**config.mk**
```make
export PLATFORM = sky130hd
export DESIGN_NAME = lin_uart_command_sequencer
export DESIGN_NICKNAME = d
export VERILOG_FILES = /design/src/logic/lin_uart_pkg.sv /design/src/logic/lin_uart_command_sequencer.sv
export SDC_FILE = /design/constraint.sdc
export NUM_CORES = 1
export LEC_CHECK = 0
export ABC_AREA = 1
export ABC_CLOCK_PERIOD_IN_PS = 7000
export BUFFER_PORTS_ARGS = -buffer_cell sky130_fd_sc_hd__buf_2
export CAP_MARGIN = 20
export CORE_MARGIN = 2
export CORE_UTILIZATION = 48
export CTS_CLUSTER_SIZE = 10
export DETAILED_ROUTE_END_ITERATION = 10
export GPL_TIMING_DRIVEN = 1
export PLACE_DENSITY_LB_ADDON = 0.25
export SLEW_MARGIN = 20
export SYNTH_ARGS = -nofsm -noshare
export SYNTH_HDL_FRONTEND = slang
export SYNTH_SLANG_ARGS = --single-unit
export TNS_END_PERCENT = 30
```
**constraint.sdc**
```tcl
create_clock -name clock_in -period 7 [get_ports clock_in]
set_clock_uncertainty 0.05 [all_clocks]
set_input_delay 1.75 -clock clock_in [delete_from_list [all_inputs] [get_ports clock_in]]
set_output_delay 1.75 -clock clock_in [all_outputs]
set_load 0.01 [all_outputs]
```
**src/logic/lin_uart_pkg.sv**
```systemverilog
// constants, types and helpers for the lin/uart command sequencer
package lin_uart_pkg;
   localparam int unsigned CLK_HZ               = 10_000_000;
   localparam int unsigned BAUD_RATE            = 19_200;
   localparam int unsigned BIT_CYCLES           = CLK_HZ / BAUD_RATE;
   localparam int unsigned FRAME_TIMEOUT_US     = 10_000;
   localparam int unsigned FRAME_TIMEOUT_CYCLES = FRAME_TIMEOUT_US * (CLK_HZ / 1_000_000);
   localparam logic [15:0] BIT_M1      = 16'(BIT_CYCLES - 1);
   localparam logic [15:0] HALF_M1     = 16'(BIT_CYCLES / 2 - 1);
   localparam logic [15:0] TX_MID      = 16'(BIT_CYCLES / 2);
   localparam logic [7:0] OFS_CONTROL  = 8'h00;
   localparam logic [7:0] OFS_STATUS   = 8'h04;
   localparam logic [7:0] OFS_ERROR    = 8'h08;
   localparam logic [7:0] OFS_IDENT    = 8'h0C;
   localparam logic [7:0] OFS_LENGTH   = 8'h10;
   localparam logic [7:0] OFS_SELECT   = 8'h14;
   localparam logic [7:0] OFS_DATA     = 8'h18;
   localparam int CTRL_ENABLE_BIT = 3;
   localparam int CTRL_PROTO_BIT  = 4;
   localparam int STAT_RX_DONE    = 0;
   localparam int STAT_TX_DONE    = 1;
   localparam int STAT_ID_DONE    = 2;
   localparam logic [7:0] IDENT_RESET   = 8'h80;
   localparam logic [7:0] LENGTH_RESET  = 8'h00;
   localparam logic [7:0] SYNC_CHAR     = 8'h55;
   localparam int unsigned BREAK_BITS   = 13;
   localparam logic [3:0] TX_BREAK_BITS = 4'(BREAK_BITS + 1);
   localparam logic [3:0] TX_BYTE_BITS  = 4'hA;
   localparam logic [3:0] RX_STOP_BIT   = 4'h9;
   localparam logic [3:0] HDR_FIELDS    = 4'h3;
   localparam logic [3:0] BUF_BYTES     = 4'h8;
   localparam logic [5:0] CLASSIC_ID_MIN = 6'h3C;
   localparam logic [1:0] CMD_IDLE   = 2'h0;
   localparam logic [1:0] CMD_HDR_TX = 2'h1;
   localparam logic [1:0] CMD_RSP_RX = 2'h2;
   localparam logic [1:0] CMD_RSP_TX = 2'h3;
   typedef enum logic [2:0] {SEQ_IDLE, SEQ_HDR, SEQ_RSP_TX, SEQ_RSP_RX} seq_e;
   typedef enum logic [1:0] {HR_BREAK, HR_SYNC, HR_PID} hr_e;
   typedef struct packed {
      logic abort;
      logic timeout;
      logic overrun;
      logic framing;
      logic checksum;
      logic parity;
      logic bit_err;
   } err_s;
   // identifier with its two check bits on top
   function automatic logic [7:0] pid_of(input logic [5:0] id);
      return {~(id[1] ^ id[3] ^ id[4] ^ id[5]), id[0] ^ id[1] ^ id[2] ^ id[4], id};
   endfunction : pid_of
   // length coded in the identifier for the older protocol
   function automatic logic [3:0] len_of(input logic [5:0] id);
      return (id[5:4] == 2'h3) ? 4'h8 : ((id[5:4] == 2'h2) ? 4'h4 : 4'h2);
   endfunction : len_of
   // sum with end-around carry
   function automatic logic [7:0] chk_add(input logic [7:0] a, input logic [7:0] b);
      logic [8:0] s;
      s = {1'b0, a} + {1'b0, b};
      return s[7:0] + {7'h00, s[8]};
   endfunction : chk_add
endpackage : lin_uart_pkg

```
**src/logic/lin_uart_command_sequencer.sv**
```systemverilog
// lin/uart command sequencer with apb register access and one serial line
// How it works
// - enable bit on, clearing it stops everything
// - lin mode decodes four commands from bits
// - background header receive: break, sync, identifier, parity
// - header received sets flags, old protocol loads length
// - clearing command aborts running function, sets abort
// - header send: 13-bit break, 0x55, identifier
// - header send ends: flags, command idle, old protocol loads length
// - response send starts at once; receive accepted late
// - checksum kind sampled at response start
// - identifiers 60 to 63 always classic checksum
// - response moves n bytes plus checksum, then idle
// - link error stops response, line left recessive
// - new header recorded during response, errors kept
// - data accesses walk buffer from select index
// - uart mode, bits choose receive and transmit
// - uart bypasses buffer, length and select
// - received char sets flag, read clears it
// - shift plus hold stage, overwrite flags overrun
// - uart framing error sets framing flag
// - data write sends char, clears then sets done
// - version bit: 0 newer, 1 older, uart ignores
`timescale 1ns/1ps
`default_nettype none
module lin_uart_command_sequencer
   import lin_uart_pkg::*;
#(
   parameter int unsigned FRAME_TIMEOUT_CYCLES_P = FRAME_TIMEOUT_CYCLES
)
(
   input  wire logic        clock_in,
   input  wire logic        arst_n_in,
   input  wire logic        psel_in,
   input  wire logic        penable_in,
   input  wire logic        pwrite_in,
   input  wire logic [7:0]  paddr_in,
   input  wire logic [31:0] pwdata_in,
   output logic      [31:0] prdata_out,
   output logic             pready_out,
   output logic             pslverr_out,
   input  wire logic        lin_rx_in,
   output logic             lin_tx_out
);
   logic        enable, proto;
   logic [2:0]  cmd;
   logic        rx_done, tx_done, id_done;
   err_s        err;
   logic [7:0]  ident, length, uart_hold;
   logic [2:0]  sel;
   logic [7:0]  buffer [BUF_BYTES];
   logic        uart_full;
   logic        rx_meta, rx_s, rx_prev, rx_active, rx_valid, rx_framing_error_flag;
   logic [15:0] rx_cnt, tx_cnt;
   logic [3:0]  rx_bit, tx_bits, seq_cnt;
   logic [7:0]  rx_shift, rx_byte, chk, tx_data;
   logic [13:0] tx_shift;
   logic        tx_busy, tx_req, tx_brk;
   seq_e        seq;
   hr_e         hr;
   logic        chk_classic, ft_run;
   logic [19:0] ft_cnt;

   wire access  = psel_in & penable_in;
   wire wr      = access & pwrite_in;
   wire rd      = access & ~pwrite_in;
   wire wr_ctrl = wr && paddr_in == OFS_CONTROL;
   wire wr_data = wr && paddr_in == OFS_DATA;
   wire rd_data = rd && paddr_in == OFS_DATA;
   wire lin_on  = enable & ~cmd[2];
   wire uart_on = enable & cmd[2];
   wire rx_en   = lin_on | (uart_on & cmd[1]);
   wire busy    = tx_busy | (seq != SEQ_IDLE);
   wire rx_fall = rx_prev & ~rx_s;
   wire rx_break   = rx_valid & rx_framing_error_flag & (rx_byte == 8'h00);
   wire hdr_byte   = rx_valid & lin_on & (hr != HR_BREAK);
   wire rsp_byte   = rx_valid & lin_on & (hr == HR_BREAK) & ~rx_break;
   wire hdr_rx_ok  = hdr_byte & (hr == HR_PID) & ~rx_framing_error_flag;
   wire uart_byte  = rx_valid & uart_on & cmd[1];
   wire tx_end     = tx_busy && tx_cnt == 16'h0000 && tx_bits == 4'h1;
   wire tx_start   = tx_req & ~tx_busy;
   wire uart_tx_go = wr_data & uart_on & cmd[0] & ~tx_busy;
   wire bit_err_p  = lin_on && tx_busy && tx_cnt == TX_MID && rx_s != tx_shift[0];
   wire ft_expire  = ft_run && ft_cnt == 20'(FRAME_TIMEOUT_CYCLES_P - 1);
   wire seq_rsp    = (seq == SEQ_RSP_TX) | (seq == SEQ_RSP_RX);
   wire [3:0] len_raw = (seq == SEQ_RSP_TX) ? length[7:4] : length[3:0];
   wire [3:0] rsp_n   = (len_raw > BUF_BYTES) ? BUF_BYTES : len_raw;
   wire seq_abort = seq != SEQ_IDLE && lin_on && cmd[1:0] == CMD_IDLE;
   wire seq_err   = seq != SEQ_IDLE && (bit_err_p || (seq_rsp && ft_expire)
                    || (seq == SEQ_RSP_RX && (rx_break || (rsp_byte && rx_framing_error_flag))));
   logic seq_done;
   always_comb
   begin
      case (seq)
         SEQ_HDR:    seq_done = seq_cnt == HDR_FIELDS && !tx_busy;
         SEQ_RSP_TX: seq_done = seq_cnt == rsp_n + 4'h1 && !tx_busy;
         SEQ_RSP_RX: seq_done = rsp_byte && seq_cnt == rsp_n;
         default:    seq_done = 1'b0;
      endcase
   end
   wire seq_stop    = seq_done | seq_err;
   wire hdr_tx_done = seq == SEQ_HDR && seq_done && !seq_err;
   wire tx_kill     = !enable || seq_abort || seq_err;

   assign pready_out  = 1'b1;
   assign pslverr_out = access && (paddr_in > OFS_DATA || paddr_in[1:0] != 2'h0);

   // apb read data latched in the setup cycle, answered in the access cycle
   always_ff @(posedge clock_in or negedge arst_n_in)
   begin
      if (!arst_n_in)
         prdata_out <= 32'h0000_0000;
      else if (psel_in && !penable_in && !pwrite_in)
      begin
         case (paddr_in)
            OFS_CONTROL: prdata_out <= {27'h0, proto, enable, cmd};
            OFS_STATUS:  prdata_out <= {27'h0, busy, |err, id_done, tx_done, rx_done};
            OFS_ERROR:   prdata_out <= {25'h0, err};
            OFS_IDENT:   prdata_out <= {24'h0, ident};
            OFS_LENGTH:  prdata_out <= {24'h0, uart_on ? 8'h00 : length};
            OFS_SELECT:  prdata_out <= {29'h0, sel};
            OFS_DATA:    prdata_out <= {24'h0, uart_on ? uart_hold : buffer[sel]};
            default:     prdata_out <= 32'h0000_0000;
         endcase
      end
   end

   // control register; hardware returns the command to idle on completion
   always_ff @(posedge clock_in or negedge arst_n_in)
   begin
      if (!arst_n_in)
      begin
         enable <= 1'b0;
         proto  <= 1'b0;
         cmd    <= 3'h0;
      end
      else
      begin
         if (wr_ctrl)
         begin
            enable <= pwdata_in[CTRL_ENABLE_BIT];
            proto  <= pwdata_in[CTRL_PROTO_BIT];
            cmd    <= pwdata_in[2:0];
         end
         if (seq_stop)
            cmd[1:0] <= CMD_IDLE;
      end
   end

   always_ff @(posedge clock_in or negedge arst_n_in)
   begin
      if (!arst_n_in)
      begin
         rx_meta <= 1'b1;
         rx_s    <= 1'b1;
         rx_prev <= 1'b1;
      end
      else
      begin
         rx_meta <= lin_rx_in;
         rx_s    <= rx_meta;
         rx_prev <= rx_s;
      end
   end

   // receiver: start bit checked at half bit, then one sample per bit
   always_ff @(posedge clock_in or negedge arst_n_in)
   begin
      if (!arst_n_in)
      begin
         rx_active <= 1'b0;
         rx_cnt    <= 16'h0000;
         rx_bit    <= 4'h0;
         rx_shift  <= 8'h00;
         rx_valid  <= 1'b0;
         rx_byte   <= 8'h00;
         rx_framing_error_flag   <= 1'b0;
      end
      else
      begin
         rx_valid <= 1'b0;
         if (!rx_en)
            rx_active <= 1'b0;
         else if (!rx_active)
         begin
            if (rx_fall)
            begin
               rx_active <= 1'b1;
               rx_cnt    <= HALF_M1;
               rx_bit    <= 4'h0;
            end
         end
         else if (rx_cnt != 16'h0000)
            rx_cnt <= rx_cnt - 16'h0001;
         else
         begin
            rx_cnt <= BIT_M1;
            rx_bit <= rx_bit + 4'h1;
            if (rx_bit == 4'h0 && rx_s)
               rx_active <= 1'b0;
            else if (rx_bit == RX_STOP_BIT)
            begin
               rx_active <= 1'b0;
               rx_valid  <= 1'b1;
               rx_byte   <= rx_shift;
               rx_framing_error_flag   <= ~rx_s;
            end
            else if (rx_bit != 4'h0)
               rx_shift <= {rx_s, rx_shift[7:1]};
         end
      end
   end

   // transmitter: the line is bit 0 of the shift register, ones when idle
   always_ff @(posedge clock_in or negedge arst_n_in)
   begin
      if (!arst_n_in)
      begin
         tx_shift <= 14'h3FFF;
         tx_bits  <= 4'h0;
         tx_cnt   <= 16'h0000;
         tx_busy  <= 1'b0;
      end
      else if (tx_kill)
      begin
         tx_shift <= 14'h3FFF;
         tx_busy  <= 1'b0;
      end
      else if (tx_start | uart_tx_go)
      begin
         tx_busy <= 1'b1;
         tx_cnt  <= BIT_M1;
         if (tx_brk)
         begin
            tx_shift <= {1'b1, 13'h0000};
            tx_bits  <= TX_BREAK_BITS;
         end
         else
         begin
            tx_shift <= {4'hF, 1'b1, uart_tx_go ? pwdata_in[7:0] : tx_data, 1'b0};
            tx_bits  <= TX_BYTE_BITS;
         end
      end
      else if (tx_busy)
      begin
         if (tx_cnt != 16'h0000)
            tx_cnt <= tx_cnt - 16'h0001;
         else
         begin
            tx_cnt   <= BIT_M1;
            tx_bits  <= tx_bits - 4'h1;
            tx_shift <= {1'b1, tx_shift[13:1]};
            if (tx_bits == 4'h1)
               tx_busy <= 1'b0;
         end
      end
   end
   assign lin_tx_out = tx_shift[0];

   always_comb
   begin
      tx_req  = 1'b0;
      tx_brk  = 1'b0;
      tx_data = ident;
      case (seq)
         SEQ_HDR:
         begin
            tx_req  = seq_cnt < HDR_FIELDS;
            tx_brk  = seq_cnt == 4'h0;
            tx_data = (seq_cnt == 4'h1) ? SYNC_CHAR : ident;
         end
         SEQ_RSP_TX:
         begin
            tx_req  = seq_cnt <= rsp_n;
            tx_data = (seq_cnt < rsp_n) ? buffer[seq_cnt[2:0]] : ~chk;
         end
         default:
            tx_req = 1'b0;
      endcase
   end

   // function sequencer
   always_ff @(posedge clock_in or negedge arst_n_in)
   begin
      if (!arst_n_in)
      begin
         seq         <= SEQ_IDLE;
         seq_cnt     <= 4'h0;
         chk         <= 8'h00;
         chk_classic <= 1'b0;
      end
      else if (!lin_on || seq_abort || seq_stop)
         seq <= SEQ_IDLE;
      else
      begin
         case (seq)
            SEQ_IDLE:
            begin
               seq_cnt     <= 4'h0;
               chk_classic <= proto || ident[5:0] >= CLASSIC_ID_MIN;
               chk         <= (proto || ident[5:0] >= CLASSIC_ID_MIN) ? 8'h00 : ident;
               case (cmd[1:0])
                  CMD_HDR_TX: seq <= SEQ_HDR;
                  CMD_RSP_TX: seq <= SEQ_RSP_TX;
                  CMD_RSP_RX: seq <= SEQ_RSP_RX;
                  default:    seq <= SEQ_IDLE;
               endcase
            end
            SEQ_HDR:
               if (tx_start)
                  seq_cnt <= seq_cnt + 4'h1;
            SEQ_RSP_TX:
               if (tx_start)
               begin
                  seq_cnt <= seq_cnt + 4'h1;
                  if (seq_cnt < rsp_n)
                     chk <= chk_add(chk, tx_data);
               end
            SEQ_RSP_RX:
               if (rsp_byte)
               begin
                  seq_cnt <= seq_cnt + 4'h1;
                  chk     <= chk_add(chk, rx_byte);
               end
            default:
               seq <= SEQ_IDLE;
         endcase
      end
   end

   // background header acquisition, also during a response
   always_ff @(posedge clock_in or negedge arst_n_in)
   begin
      if (!arst_n_in)
         hr <= HR_BREAK;
      else if (!lin_on || seq == SEQ_HDR || rx_break)
         hr <= (lin_on && rx_break && seq != SEQ_HDR) ? HR_SYNC : HR_BREAK;
      else if (hdr_byte)
         hr <= (hr == HR_SYNC && rx_byte == SYNC_CHAR && !rx_framing_error_flag) ? HR_PID : HR_BREAK;
   end

   // frame time-out runs from header end until the response ends
   always_ff @(posedge clock_in or negedge arst_n_in)
   begin
      if (!arst_n_in)
      begin
         ft_run <= 1'b0;
         ft_cnt <= 20'h00000;
      end
      else if (hdr_rx_ok || hdr_tx_done)
      begin
         ft_run <= 1'b1;
         ft_cnt <= 20'h00000;
      end
      else if (!lin_on || ft_expire || (seq_rsp && seq_stop))
         ft_run <= 1'b0;
      else if (ft_run)
         ft_cnt <= ft_cnt + 20'h00001;
   end

   // identifier and length; the older protocol takes length from the header
   always_ff @(posedge clock_in or negedge arst_n_in)
   begin
      if (!arst_n_in)
      begin
         ident  <= IDENT_RESET;
         length <= LENGTH_RESET;
      end
      else
      begin
         if (wr && paddr_in == OFS_IDENT && !busy)
            ident <= pid_of(pwdata_in[5:0]);
         if (wr && paddr_in == OFS_LENGTH && !busy && !uart_on)
            length <= pwdata_in[7:0];
         if (hdr_rx_ok)
            ident <= rx_byte;
         if (proto && hdr_rx_ok)
            length <= {2{len_of(rx_byte[5:0])}};
         if (proto && hdr_tx_done)
            length <= {2{len_of(ident[5:0])}};
      end
   end

   // response buffer; a response receive has priority over software
   always_ff @(posedge clock_in or negedge arst_n_in)
   begin
      if (!arst_n_in)
      begin
         sel <= 3'h0;
         for (int i = 0; i < BUF_BYTES; i++)
            buffer[i] <= 8'h00;
      end
      else
      begin
         if (wr && paddr_in == OFS_SELECT)
            sel <= pwdata_in[2:0];
         else if ((wr_data || rd_data) && lin_on)
            sel <= sel + 3'h1;
         if (seq == SEQ_RSP_RX && rsp_byte && seq_cnt < rsp_n)
            buffer[seq_cnt[2:0]] <= rx_byte;
         else if (wr_data && lin_on)
            buffer[sel] <= pwdata_in[7:0];
      end
   end

   // uart hold stage behind the receive shift stage
   always_ff @(posedge clock_in or negedge arst_n_in)
   begin
      if (!arst_n_in)
      begin
         uart_hold <= 8'h00;
         uart_full <= 1'b0;
      end
      else if (uart_byte)
      begin
         uart_hold <= rx_byte;
         uart_full <= 1'b1;
      end
      else if (rd_data && uart_on)
         uart_full <= 1'b0;
   end

   // flags: clears come first so that a set in the same cycle wins
   always_ff @(posedge clock_in or negedge arst_n_in)
   begin
      if (!arst_n_in)
      begin
         rx_done <= 1'b0;
         tx_done <= 1'b0;
         id_done <= 1'b0;
         err     <= '0;
      end
      else
      begin
         if (wr && paddr_in == OFS_STATUS)
         begin
            rx_done <= rx_done & ~pwdata_in[STAT_RX_DONE];
            tx_done <= tx_done & ~pwdata_in[STAT_TX_DONE];
            id_done <= id_done & ~pwdata_in[STAT_ID_DONE];
         end
         if (wr && paddr_in == OFS_ERROR)
            err <= err & ~err_s'(pwdata_in[6:0]);
         if (rd_data && uart_on)
            rx_done <= 1'b0;
         if (uart_tx_go)
            tx_done <= 1'b0;
         if (uart_byte || (seq == SEQ_RSP_RX && seq_done && !seq_err && rx_byte == ~chk))
            rx_done <= 1'b1;
         if ((tx_end && uart_on) || (seq == SEQ_RSP_TX && seq_done && !seq_err))
            tx_done <= 1'b1;
         if (hdr_rx_ok || hdr_tx_done)
            id_done <= 1'b1;
         if (hdr_rx_ok && pid_of(rx_byte[5:0]) != rx_byte)
            err.parity <= 1'b1;
         if (seq_abort)
            err.abort <= 1'b1;
         if (bit_err_p)
            err.bit_err <= 1'b1;
         if (seq_rsp && ft_expire)
            err.timeout <= 1'b1;
         if (seq == SEQ_RSP_RX && seq_done && !seq_err && rx_byte != ~chk)
            err.checksum <= 1'b1;
         if ((seq == SEQ_RSP_RX && seq_err && rx_valid) || (uart_byte && rx_framing_error_flag))
            err.framing <= 1'b1;
         if (uart_byte && uart_full)
            err.overrun <= 1'b1;
      end
   end
endmodule : lin_uart_command_sequencer
`default_nettype wire

```
=== Word level (Yosys, flattened, before mapping) ===
Index checks and enable logic that the tools add are counted.

* $add $sub $neg: 12
* Multiply operators: 0
* Div/mod/pow operators: 0
* $lt $le $gt $ge: 10
* Equal/unequal tests: 41
* Shifts and indexed selects: 0
* Multiplexer cells: 111
* Bitwise gates (word level): 62
* Reduce and logical (&&, ||, !) cells: 136

{| class="wikitable"
|+ Operators by type and width
! kind !! number
|-
| two-way mux 8 bit || 20
|-
| bitwise mux 64 bit || 2
|-
| two-way mux 64 bit || 2
|-
| two-way mux 16 bit || 6
|-
| two-way mux 20 bit || 3
|-
| logical AND 1 bit || 58
|-
| two-way mux 14 bit || 4
|-
| case mux 8 bit (7 select lines) || 1
|-
| binary-select mux 8 bit (select 3 bit) || 2
|-
| demux 8 bit (select 3 bit) || 2
|-
| two-way mux 4 bit || 12
|-
| nonzero test 2 bit || 20
|-
| two-way mux 1 bit || 37
|-
| nonzero test 16 bit || 2
|-
| subtractor 16 x 1 -> 16 bit, second input constant || 2
|-
| bitwise AND 1 bit || 24
|-
| == test 8 x 5 -> 1 bit, second input constant || 3
|-
| case mux 8 bit (3 select lines) || 1
|-
| nonzero test 3 bit || 7
|-
| adder 20 x 1 -> 20 bit, second input constant || 1
|-
| == test 20 x 17 -> 1 bit, second input constant || 1
|-
| adder 8 x 8 -> 9 bit || 2
|-
| logical OR 1 bit || 18
|-
| two-way mux 3 bit || 6
|-
| 63 further kinds || 136
|}

* Register bits after elaboration: 254
* Bits in latches: 0
* Bits in writable memories: 0
* ROM bits: 0
* Bits of input ports: 46
* Output and inout port bits: 35
* Word-level logic and storage cells: 420
* Memories: 0

=== Longest topological paths before layout ===
* Depth after elaboration: 15
* Mapped depth: 39
* Gate-level depth less buffers: 38

=== Worst setup path after synthesis ===
No wires, ideal clock.

* Kind: register to register
* Start: register seq[0]
* End: register chk[6]
* Setup time: 0.117 ns
* Arrival time: 4.159 ns
* Data required time: 6.833 ns
* Setup slack: 2.673 ns
* Cell stages (with the launch flop): 38
* Path buffers: 2
* Clock period less this slack: 4.327 ns
* Path through: dfrtp_1 inv_1 ha_1 buf_2 nand2_1 nand2_1 nand2_1 ha_1 nand2_1 a21oi_1 nand2b_1 buf_2 inv_2 nand2_1 nand2_1 nand2_1 nand2_1 inv_1 [... 2 more ...] nand4_1 nand3_1 a21oi_1 o21bai_1 ha_1 ha_1 inv_1 nor2_1 nand3_1 nor2_1 nand2_1 nand2_1 nand3_1 o21ai_0 nand2_1 nand2_1 nand2_1 nand2_1

* Longest elaborated chain between the ends: 12
* Elaborated cells between the ends (all ways): 42
* Those cells by class: 3 x add/sub; 3 x order compare; 8 x eq/ne; 9 x mux; 4 x bitwise; 15 x reduce/logical

{| class="wikitable"
|+ Ends and longest elaborated chain
! element !! RTL line !! source
|-
| from (decl) || lin_uart_command_sequencer.sv:59 || <nowiki>seq_e seq;</nowiki>
|-
| from (signal assigned) || lin_uart_command_sequencer.sv:287 || <nowiki>seq <= SEQ_IDLE;</nowiki>
|-
| from (signal assigned) || lin_uart_command_sequencer.sv:293 || <nowiki>seq <= SEQ_IDLE;</nowiki>
|-
| from (signal assigned) || lin_uart_command_sequencer.sv:303 || <nowiki>CMD_HDR_TX: seq <= SEQ_HDR;</nowiki>
|-
| == test 3 x 2 -> 1 bit || -- ||
|-
| two-way mux 4 bit || lin_uart_command_sequencer.sv:86 || <nowiki>wire [3:0] len_raw = (seq == SEQ_RSP_TX) ? length[7:4] : length[3:0];</nowiki>
|-
| greater-than comparator 4 bit || lin_uart_command_sequencer.sv:87 || <nowiki>wire [3:0] rsp_n = (len_raw > BUF_BYTES) ? BUF_BYTES : len_raw;</nowiki>
|-
| two-way mux 4 bit || lin_uart_command_sequencer.sv:87 ||
|-
| less-than comparator 4 bit or adder 4 x 1 -> 4 bit (tied branches) || lin_uart_command_sequencer.sv:275, lin_uart_command_sequencer.sv:316, lin_uart_command_sequencer.sv:96 ||
|-
| two-way mux 8 bit or == test 4 bit (tied branches) || lin_uart_command_sequencer.sv:275, lin_uart_command_sequencer.sv:96 ||
|-
| case mux 8 bit (2 select lines) or logical AND 1 bit (tied branches) || lin_uart_command_sequencer.sv:265, lin_uart_command_sequencer.sv:96 ||
|-
| adder 8 x 8 -> 9 bit or case mux 1 bit (3 select lines) (tied branches) || lin_uart_pkg.sv:59, lin_uart_command_sequencer.sv:94 ||
|-
| adder 8 x 1 -> 8 bit or OR 1 bit (tied branches) || lin_uart_pkg.sv:60, lin_uart_command_sequencer.sv:101 ||
|-
| two-way mux 8 bit or logical OR 1 bit (tied branches) || lin_uart_command_sequencer.sv:316, lin_uart_command_sequencer.sv:292 ||
|-
| two-way mux 8 bit or NOT 1 bit (tied branches) || -- ||
|-
| case mux 8 bit (3 select lines) or AND reduction 5 bit (tied branches) || -- ||
|-
| to (signal assigned) || lin_uart_command_sequencer.sv:301 || <nowiki>chk <= (proto || ident[5:0] >= CLASSIC_ID_MIN) ? 8'h00 : ident;</nowiki>
|-
| to (signal assigned) || lin_uart_command_sequencer.sv:317 || <nowiki>chk <= chk_add(chk, tx_data);</nowiki>
|-
| to (signal assigned) || lin_uart_command_sequencer.sv:323 || <nowiki>chk <= chk_add(chk, rx_byte);</nowiki>
|-
| to (decl) || lin_uart_command_sequencer.sv:56 || <nowiki>logic [7:0] rx_shift, rx_byte, chk, tx_data;</nowiki>
|}

Several ways; a longest one is shown, not always the timed one. The select of a mux whose other input is x is not followed.
A chain may end at the register's enable or synchronous reset.

=== Final worst setup path ===
* Start: register seq_cnt[0]
* End: register chk[6]

* Longest elaborated chain between the ends: 11
* Elaborated cells between the ends (all ways): 31
* Those cells by class: 2 x add/sub; 3 x order compare; 6 x eq/ne; 11 x mux; 4 x bitwise; 5 x reduce/logical

{| class="wikitable"
|+ Ends and longest elaborated chain
! element !! RTL line !! source
|-
| from (decl) || lin_uart_command_sequencer.sv:55 || <nowiki>logic [3:0] rx_bit, tx_bits, seq_cnt;</nowiki>
|-
| from (signal assigned) || lin_uart_command_sequencer.sv:311 || <nowiki>seq_cnt <= seq_cnt + 4'h1;</nowiki>
|-
| from (signal assigned) || lin_uart_command_sequencer.sv:315 || <nowiki>seq_cnt <= seq_cnt + 4'h1;</nowiki>
|-
| from (signal assigned) || lin_uart_command_sequencer.sv:322 || <nowiki>seq_cnt <= seq_cnt + 4'h1;</nowiki>
|-
| NOT 3 -> 4 bit (implied by the code) || lin_uart_command_sequencer.sv:275 || <nowiki>tx_data = (seq_cnt < rsp_n) ? buffer[seq_cnt[2:0]] : ~chk;</nowiki>
|-
| binary-select mux 8 bit (select 3 bit) || lin_uart_command_sequencer.sv:275 ||
|-
| two-way mux 8 bit (implied by the code) (2 in a row) || lin_uart_command_sequencer.sv:275 ||
|-
| two-way mux 8 bit || lin_uart_command_sequencer.sv:275 ||
|-
| case mux 8 bit (2 select lines) || lin_uart_command_sequencer.sv:265 || <nowiki>case (seq)</nowiki>
|-
| adder 8 x 8 -> 9 bit || lin_uart_pkg.sv:59 || <nowiki>s = {1'b0, a} + {1'b0, b};</nowiki>
|-
| adder 8 x 1 -> 8 bit || lin_uart_pkg.sv:60 || <nowiki>return s[7:0] + {7'h00, s[8]};</nowiki>
|-
| two-way mux 8 bit || lin_uart_command_sequencer.sv:316 || <nowiki>if (seq_cnt < rsp_n)</nowiki>
|-
| two-way mux 8 bit || lin_uart_command_sequencer.sv:313 || <nowiki>if (tx_start)</nowiki>
|-
| case mux 8 bit (3 select lines) || lin_uart_command_sequencer.sv:296 || <nowiki>case (seq)</nowiki>
|}

Several ways; a longest one is shown, not always the timed one. The select of a mux whose other input is x is not followed.

==> reports/results.tsv <==
stage	metric	value	unit
power_and_ir_drop	peak supply drop	0.203	mV
yosys	Syn Inst Count	2171	
setup_path	Startpoint Class	register	
yosys	synthesized cell area	15600	um^2
grt	vias in the first global route	14000	
setup_path	most used cell, CP	nand2_1	
timing	Setup TNS Final	0	ps
placed_design	Inst Count DP	2570	
yosys	post-synthesis mux area share	0.722	%
yosys	Seq cells post-synth	228	
timing	RSZ-0062 raised after global routing	false	
clock_tree	CTS H-Tree Depth	1	
yosys	Yosys cell types	60	
yosys	asr flop ratio synth	100	%
floorplanning	row count	66	
setup_path	Setup Crit Path Kind	reg2reg	
grt	global router's overall resource usage	29.8	%
setup_path	Critical Path AT	5770	ps
drt	Post-DRT Antenna Nets	0	
layout	antenna diode count	0	
layout	P&R area growth vs syn	7.35	%
placed_design	DP Wirelength	36.2	mm
clock_tree	Post CTS Setup Buffer Count	0	
clock_tree	Inserted Clock Buffers	28	
layout	final cell count without fillers	2622	
layout	Core Util, Final	51.9	%
setup_path	Critical Path RT	7440	ps
timing	final setup vio count	0	
yosys	Adder-Cell Fraction of Synth Area	4.35	%
timing	worst-margin pin slew	948	ps
layout	share of cells above drive strength 1	7.34	%
power_and_ir_drop	Comb power frac	8.6	%
yosys	xor/xnor share of the synthesized area	2.92	%
power_and_ir_drop	Pint	0.00218	W
floorplanning	Initial Util	48.3	%
grt	antenna violations before repair	0	
power_and_ir_drop	NetSw	0.000784	W
timing	Final Max Tran Viols	0	
hold_path	type of the worst min-delay path	reg2reg	
clock_tree	clock root buffer	clkbuf_16	
placed_design	Setup WS pre-CTS	1770	ps
drt	vias post-DR	15200	
run	max-cap viol count	0	
yosys	Simple-Gate Fraction of Synth Area	31.0	%
floorplanning	die area	34000	um^2
power_and_ir_drop	Total Power	0.00296	W
timing	Final Hold Vio Count	0	
power_and_ir_drop	LEAKAGE	7.88	nW
layout	fillers	3229	
drt	Routed WL	50.4	mm
clock_tree	CTS resizes	0	
power_and_ir_drop	Sw Share	26.5	%
placed_design	input/output buffers	31	
power_and_ir_drop	pwr/cell area	177	nW/um^2
clock_tree	CTS Sinks	228	
timing	Slew HR	36.3	%
yosys	largest family of logic cells by synthesized area	simple AND/OR/NAND/NOR gates	
grt	grt ovf	0	
clock_tree	CTS tree	done	
drt	routed len/inst	19.2	um
setup_path	CP max-delay cell	nand3_1	
layout	Layout Nets	2257	
yosys	sequential area share after synthesis	36.7	%
floorplanning	core area	32300	um^2
grt	largest net degree at the start of global routing	118	
power_and_ir_drop	Seq pwr share	45.7	%
clock_tree	CTS max path bufs	3	
timing	post-route minimum period	5320	ps
yosys	ys flop type	dfrtp_1	
setup_path	largest fanout on the critical path	13	
timing	Tcrit/Tclk final	76.1	%
yosys	number of synthesis warnings	0	
yosys	Synth Area in Compound Gates	14.3	%
run_status	outcome	complete, no violations	
yosys	Synth Area per Inst	7.19	um^2
grt	first-pass GRT wire length	79.1	mm
floorplanning	chip height	184	um
drt	DR vias/cell	5.80	
placed_design	RePlAce Congestion	0.969	
floorplanning	Die X-Extent	184	um
setup_path	CP peak stage delay	640	ps
timing	fmax	0.188	GHz
clock_tree	CTS clk-pin slew, worst paths	60	ps
yosys	number of synthesized flops with an enable pin	0	
drt	DR pass1 iterations	6	
timing	setup ws final	1680	ps
drt	DRC	0	
clock_tree	clock latency on the worst-skew pair	570	ps
floorplanning	I/O Pins	81	
clock_tree	CTS Hold Bufs	0	
drt	DR iter-0 viols	1584	
setup_path	Worst Setup End Kind	register	
power_and_ir_drop	Clk pwr share	45.7	%
[per-layer routing]
layer | global-route usage (%) | wire length (um) | share of wire [%] | up-vias
met5 | 0 | 0 | 0 | -
met4 | 9.79 | 1620 | 3.2 | 0
met3 | 5.39 | 4660 | 9.2 | 94
met2 | 46.4 | 22100 | 44 | 660
met1 | 42.1 | 22000 | 44 | 7210
li1 | - | - | - | 7238
[state kept, by name (all words and copies together) (netlist names), 2 cells and up]
signal / flops
tx_cnt: 16
err: 7
rx_cnt: 16
tx_shift: 13
sel: 3
seq_cnt: 4
uart_hold: 8
seq: 2
chk: 8
ft_cnt: 20
ident: 8
prdata_out: 8
hr: 2
length: 8
buffer: 64
cmd: 3
rx_byte: 8
tx_bits: 4
rx_bit: 4
rx_shift: 8
[final timing paths]
path                                        start                     to  slack [ps]  cells past startpoint
setup / recovery           seq_cnt[0]$_DFFE_PN0P_     chk[6]$_DFFE_PN0P_        1680                     30
max in group asynchronous               arst_n_in     seq[0]$_DFFE_PN0P_        4360                      2
hold reg to reg                 rx_meta$_DFF_PN1_         rx_s$_DFF_PN1_         330                      0
min in group asynchronous               arst_n_in  ft_cnt[9]$_DFFE_PN0P_        1120                      1
setup reg to reg           seq_cnt[0]$_DFFE_PN0P_     chk[6]$_DFFE_PN0P_        1680                     30
hold / removal                  rx_meta$_DFF_PN1_         rx_s$_DFF_PN1_         330                      0
[power groups by stage]
stage               sequential [W]  combinational [W]  clock [W]
detailed placement         0.00138           0.000253          0
CTS                        0.00135           0.000254    0.00137
global placement           0.00137           0.000250          0
global route               0.00135           0.000288    0.00141
floorplan                  0.00137           0.000175          0
finish                     0.00135           0.000255    0.00135
[worst max-delay path: cells and delay by family, from the launching register on]
kind,cells,cell delay (ps)
buffers and inverters,4,820
DFF,1,630
and+or+nand+nor,19,2700
AOI/OAI and AO/OA,4,410
adders and majority gates,3,620
[synth_stat cells, types with 3 or more instances]
cell type / number / share of area, %
dfrtp_1: 211 / 34
nand3_1: 157 / 5.0
nand2_1: 451 / 11
o31ai_1: 8 / 0.39
o221ai_1: 12 / 0.67
nor2_1: 216 / 5.2
o32ai_1: 8 / 0.45
a221oi_1: 6 / 0.34
nor2_4: 7 / 0.51
buf_4: 32 / 1.5
a211oi_1: 5 / 0.24
o21a_1: 3 / 0.14
xor2_1: 36 / 2.0
nor2_2: 10 / 0.40
o21ai_0: 108 / 3.5
or2_0: 3 / 0.12
inv_1: 227 / 5.5
o211ai_1: 13 / 0.63
ha_1: 51 / 4.1
a21oi_1: 113 / 3.6
inv_2: 17 / 0.41
nand2_2: 15 / 0.60
buf_2: 29 / 0.93
dfstp_2: 17 / 2.9
mux2_1: 8 / 0.58
nand3b_1: 5 / 0.24
a31oi_1: 21 / 0.84
o21ai_1: 13 / 0.42
buf_1: 3 / 0.072
a311oi_1: 8 / 0.45
o22ai_1: 37 / 1.5
nor3_1: 131 / 4.2
clkbuf_1: 42 / 1.0
clkinv_1: 13 / 0.31
xnor2_1: 16 / 0.90
buf_6: 3 / 0.22
o21ai_2: 5 / 0.28
nand4_1: 68 / 2.7
nor4_1: 11 / 0.44
[metrics by stage]
stage | hold WS (ps) | cell area [um^2]
after floorplan | 295 | 15700
after global placement | 297 | 15900
after detailed placement | 306 | 15900
after CTS | 328 | 16700
after global routing | 341 | 16700
final | 329 | 16700
[placed cells by master, fill, tap and decap left out, drive strengths merged, types with 48 or more instances in the layout]
cell type and instances:
o21ai 126, nand2 466, ha 51, nor2 233, inv 244, nor3 133
a21oi 116, nand3 157, clkbuf 48, nand4 69, dfrtp 211
[kinds of logic (layout without fill, tap and decap cells)]
kind of cell             count (synthesis)  after routing
AND/OR/NAND/NOR                       1084           1084
AO/OA/AOI/OAI                          376            376
buffers and inverters                  366            352
flip-flops                             228            228
adder cells (fa/ha/maj)                 53             53
XOR/XNOR                                52             52
multiplexers                            10             10
other                                    2             25
[area by class of cell]
| type | instances | area [um^2] | area share [%] |
|---|---|---|---|
| Clock inverter | 4 | 33.8 | 0.202 |
| Clock buffer | 48 | 796 | 4.75 |
| Sequential cell | 228 | 5730 | 34.2 |
| Inverter | 257 | 965 | 5.76 |
| Tap cell | 442 | 553 | 3.30 |
| Timing Repair Buffer | 43 | 255 | 1.52 |
| Multi-Input combinational cell | 1600 | 8420 | 50.3 |
(Power assumes the default switching activity.)
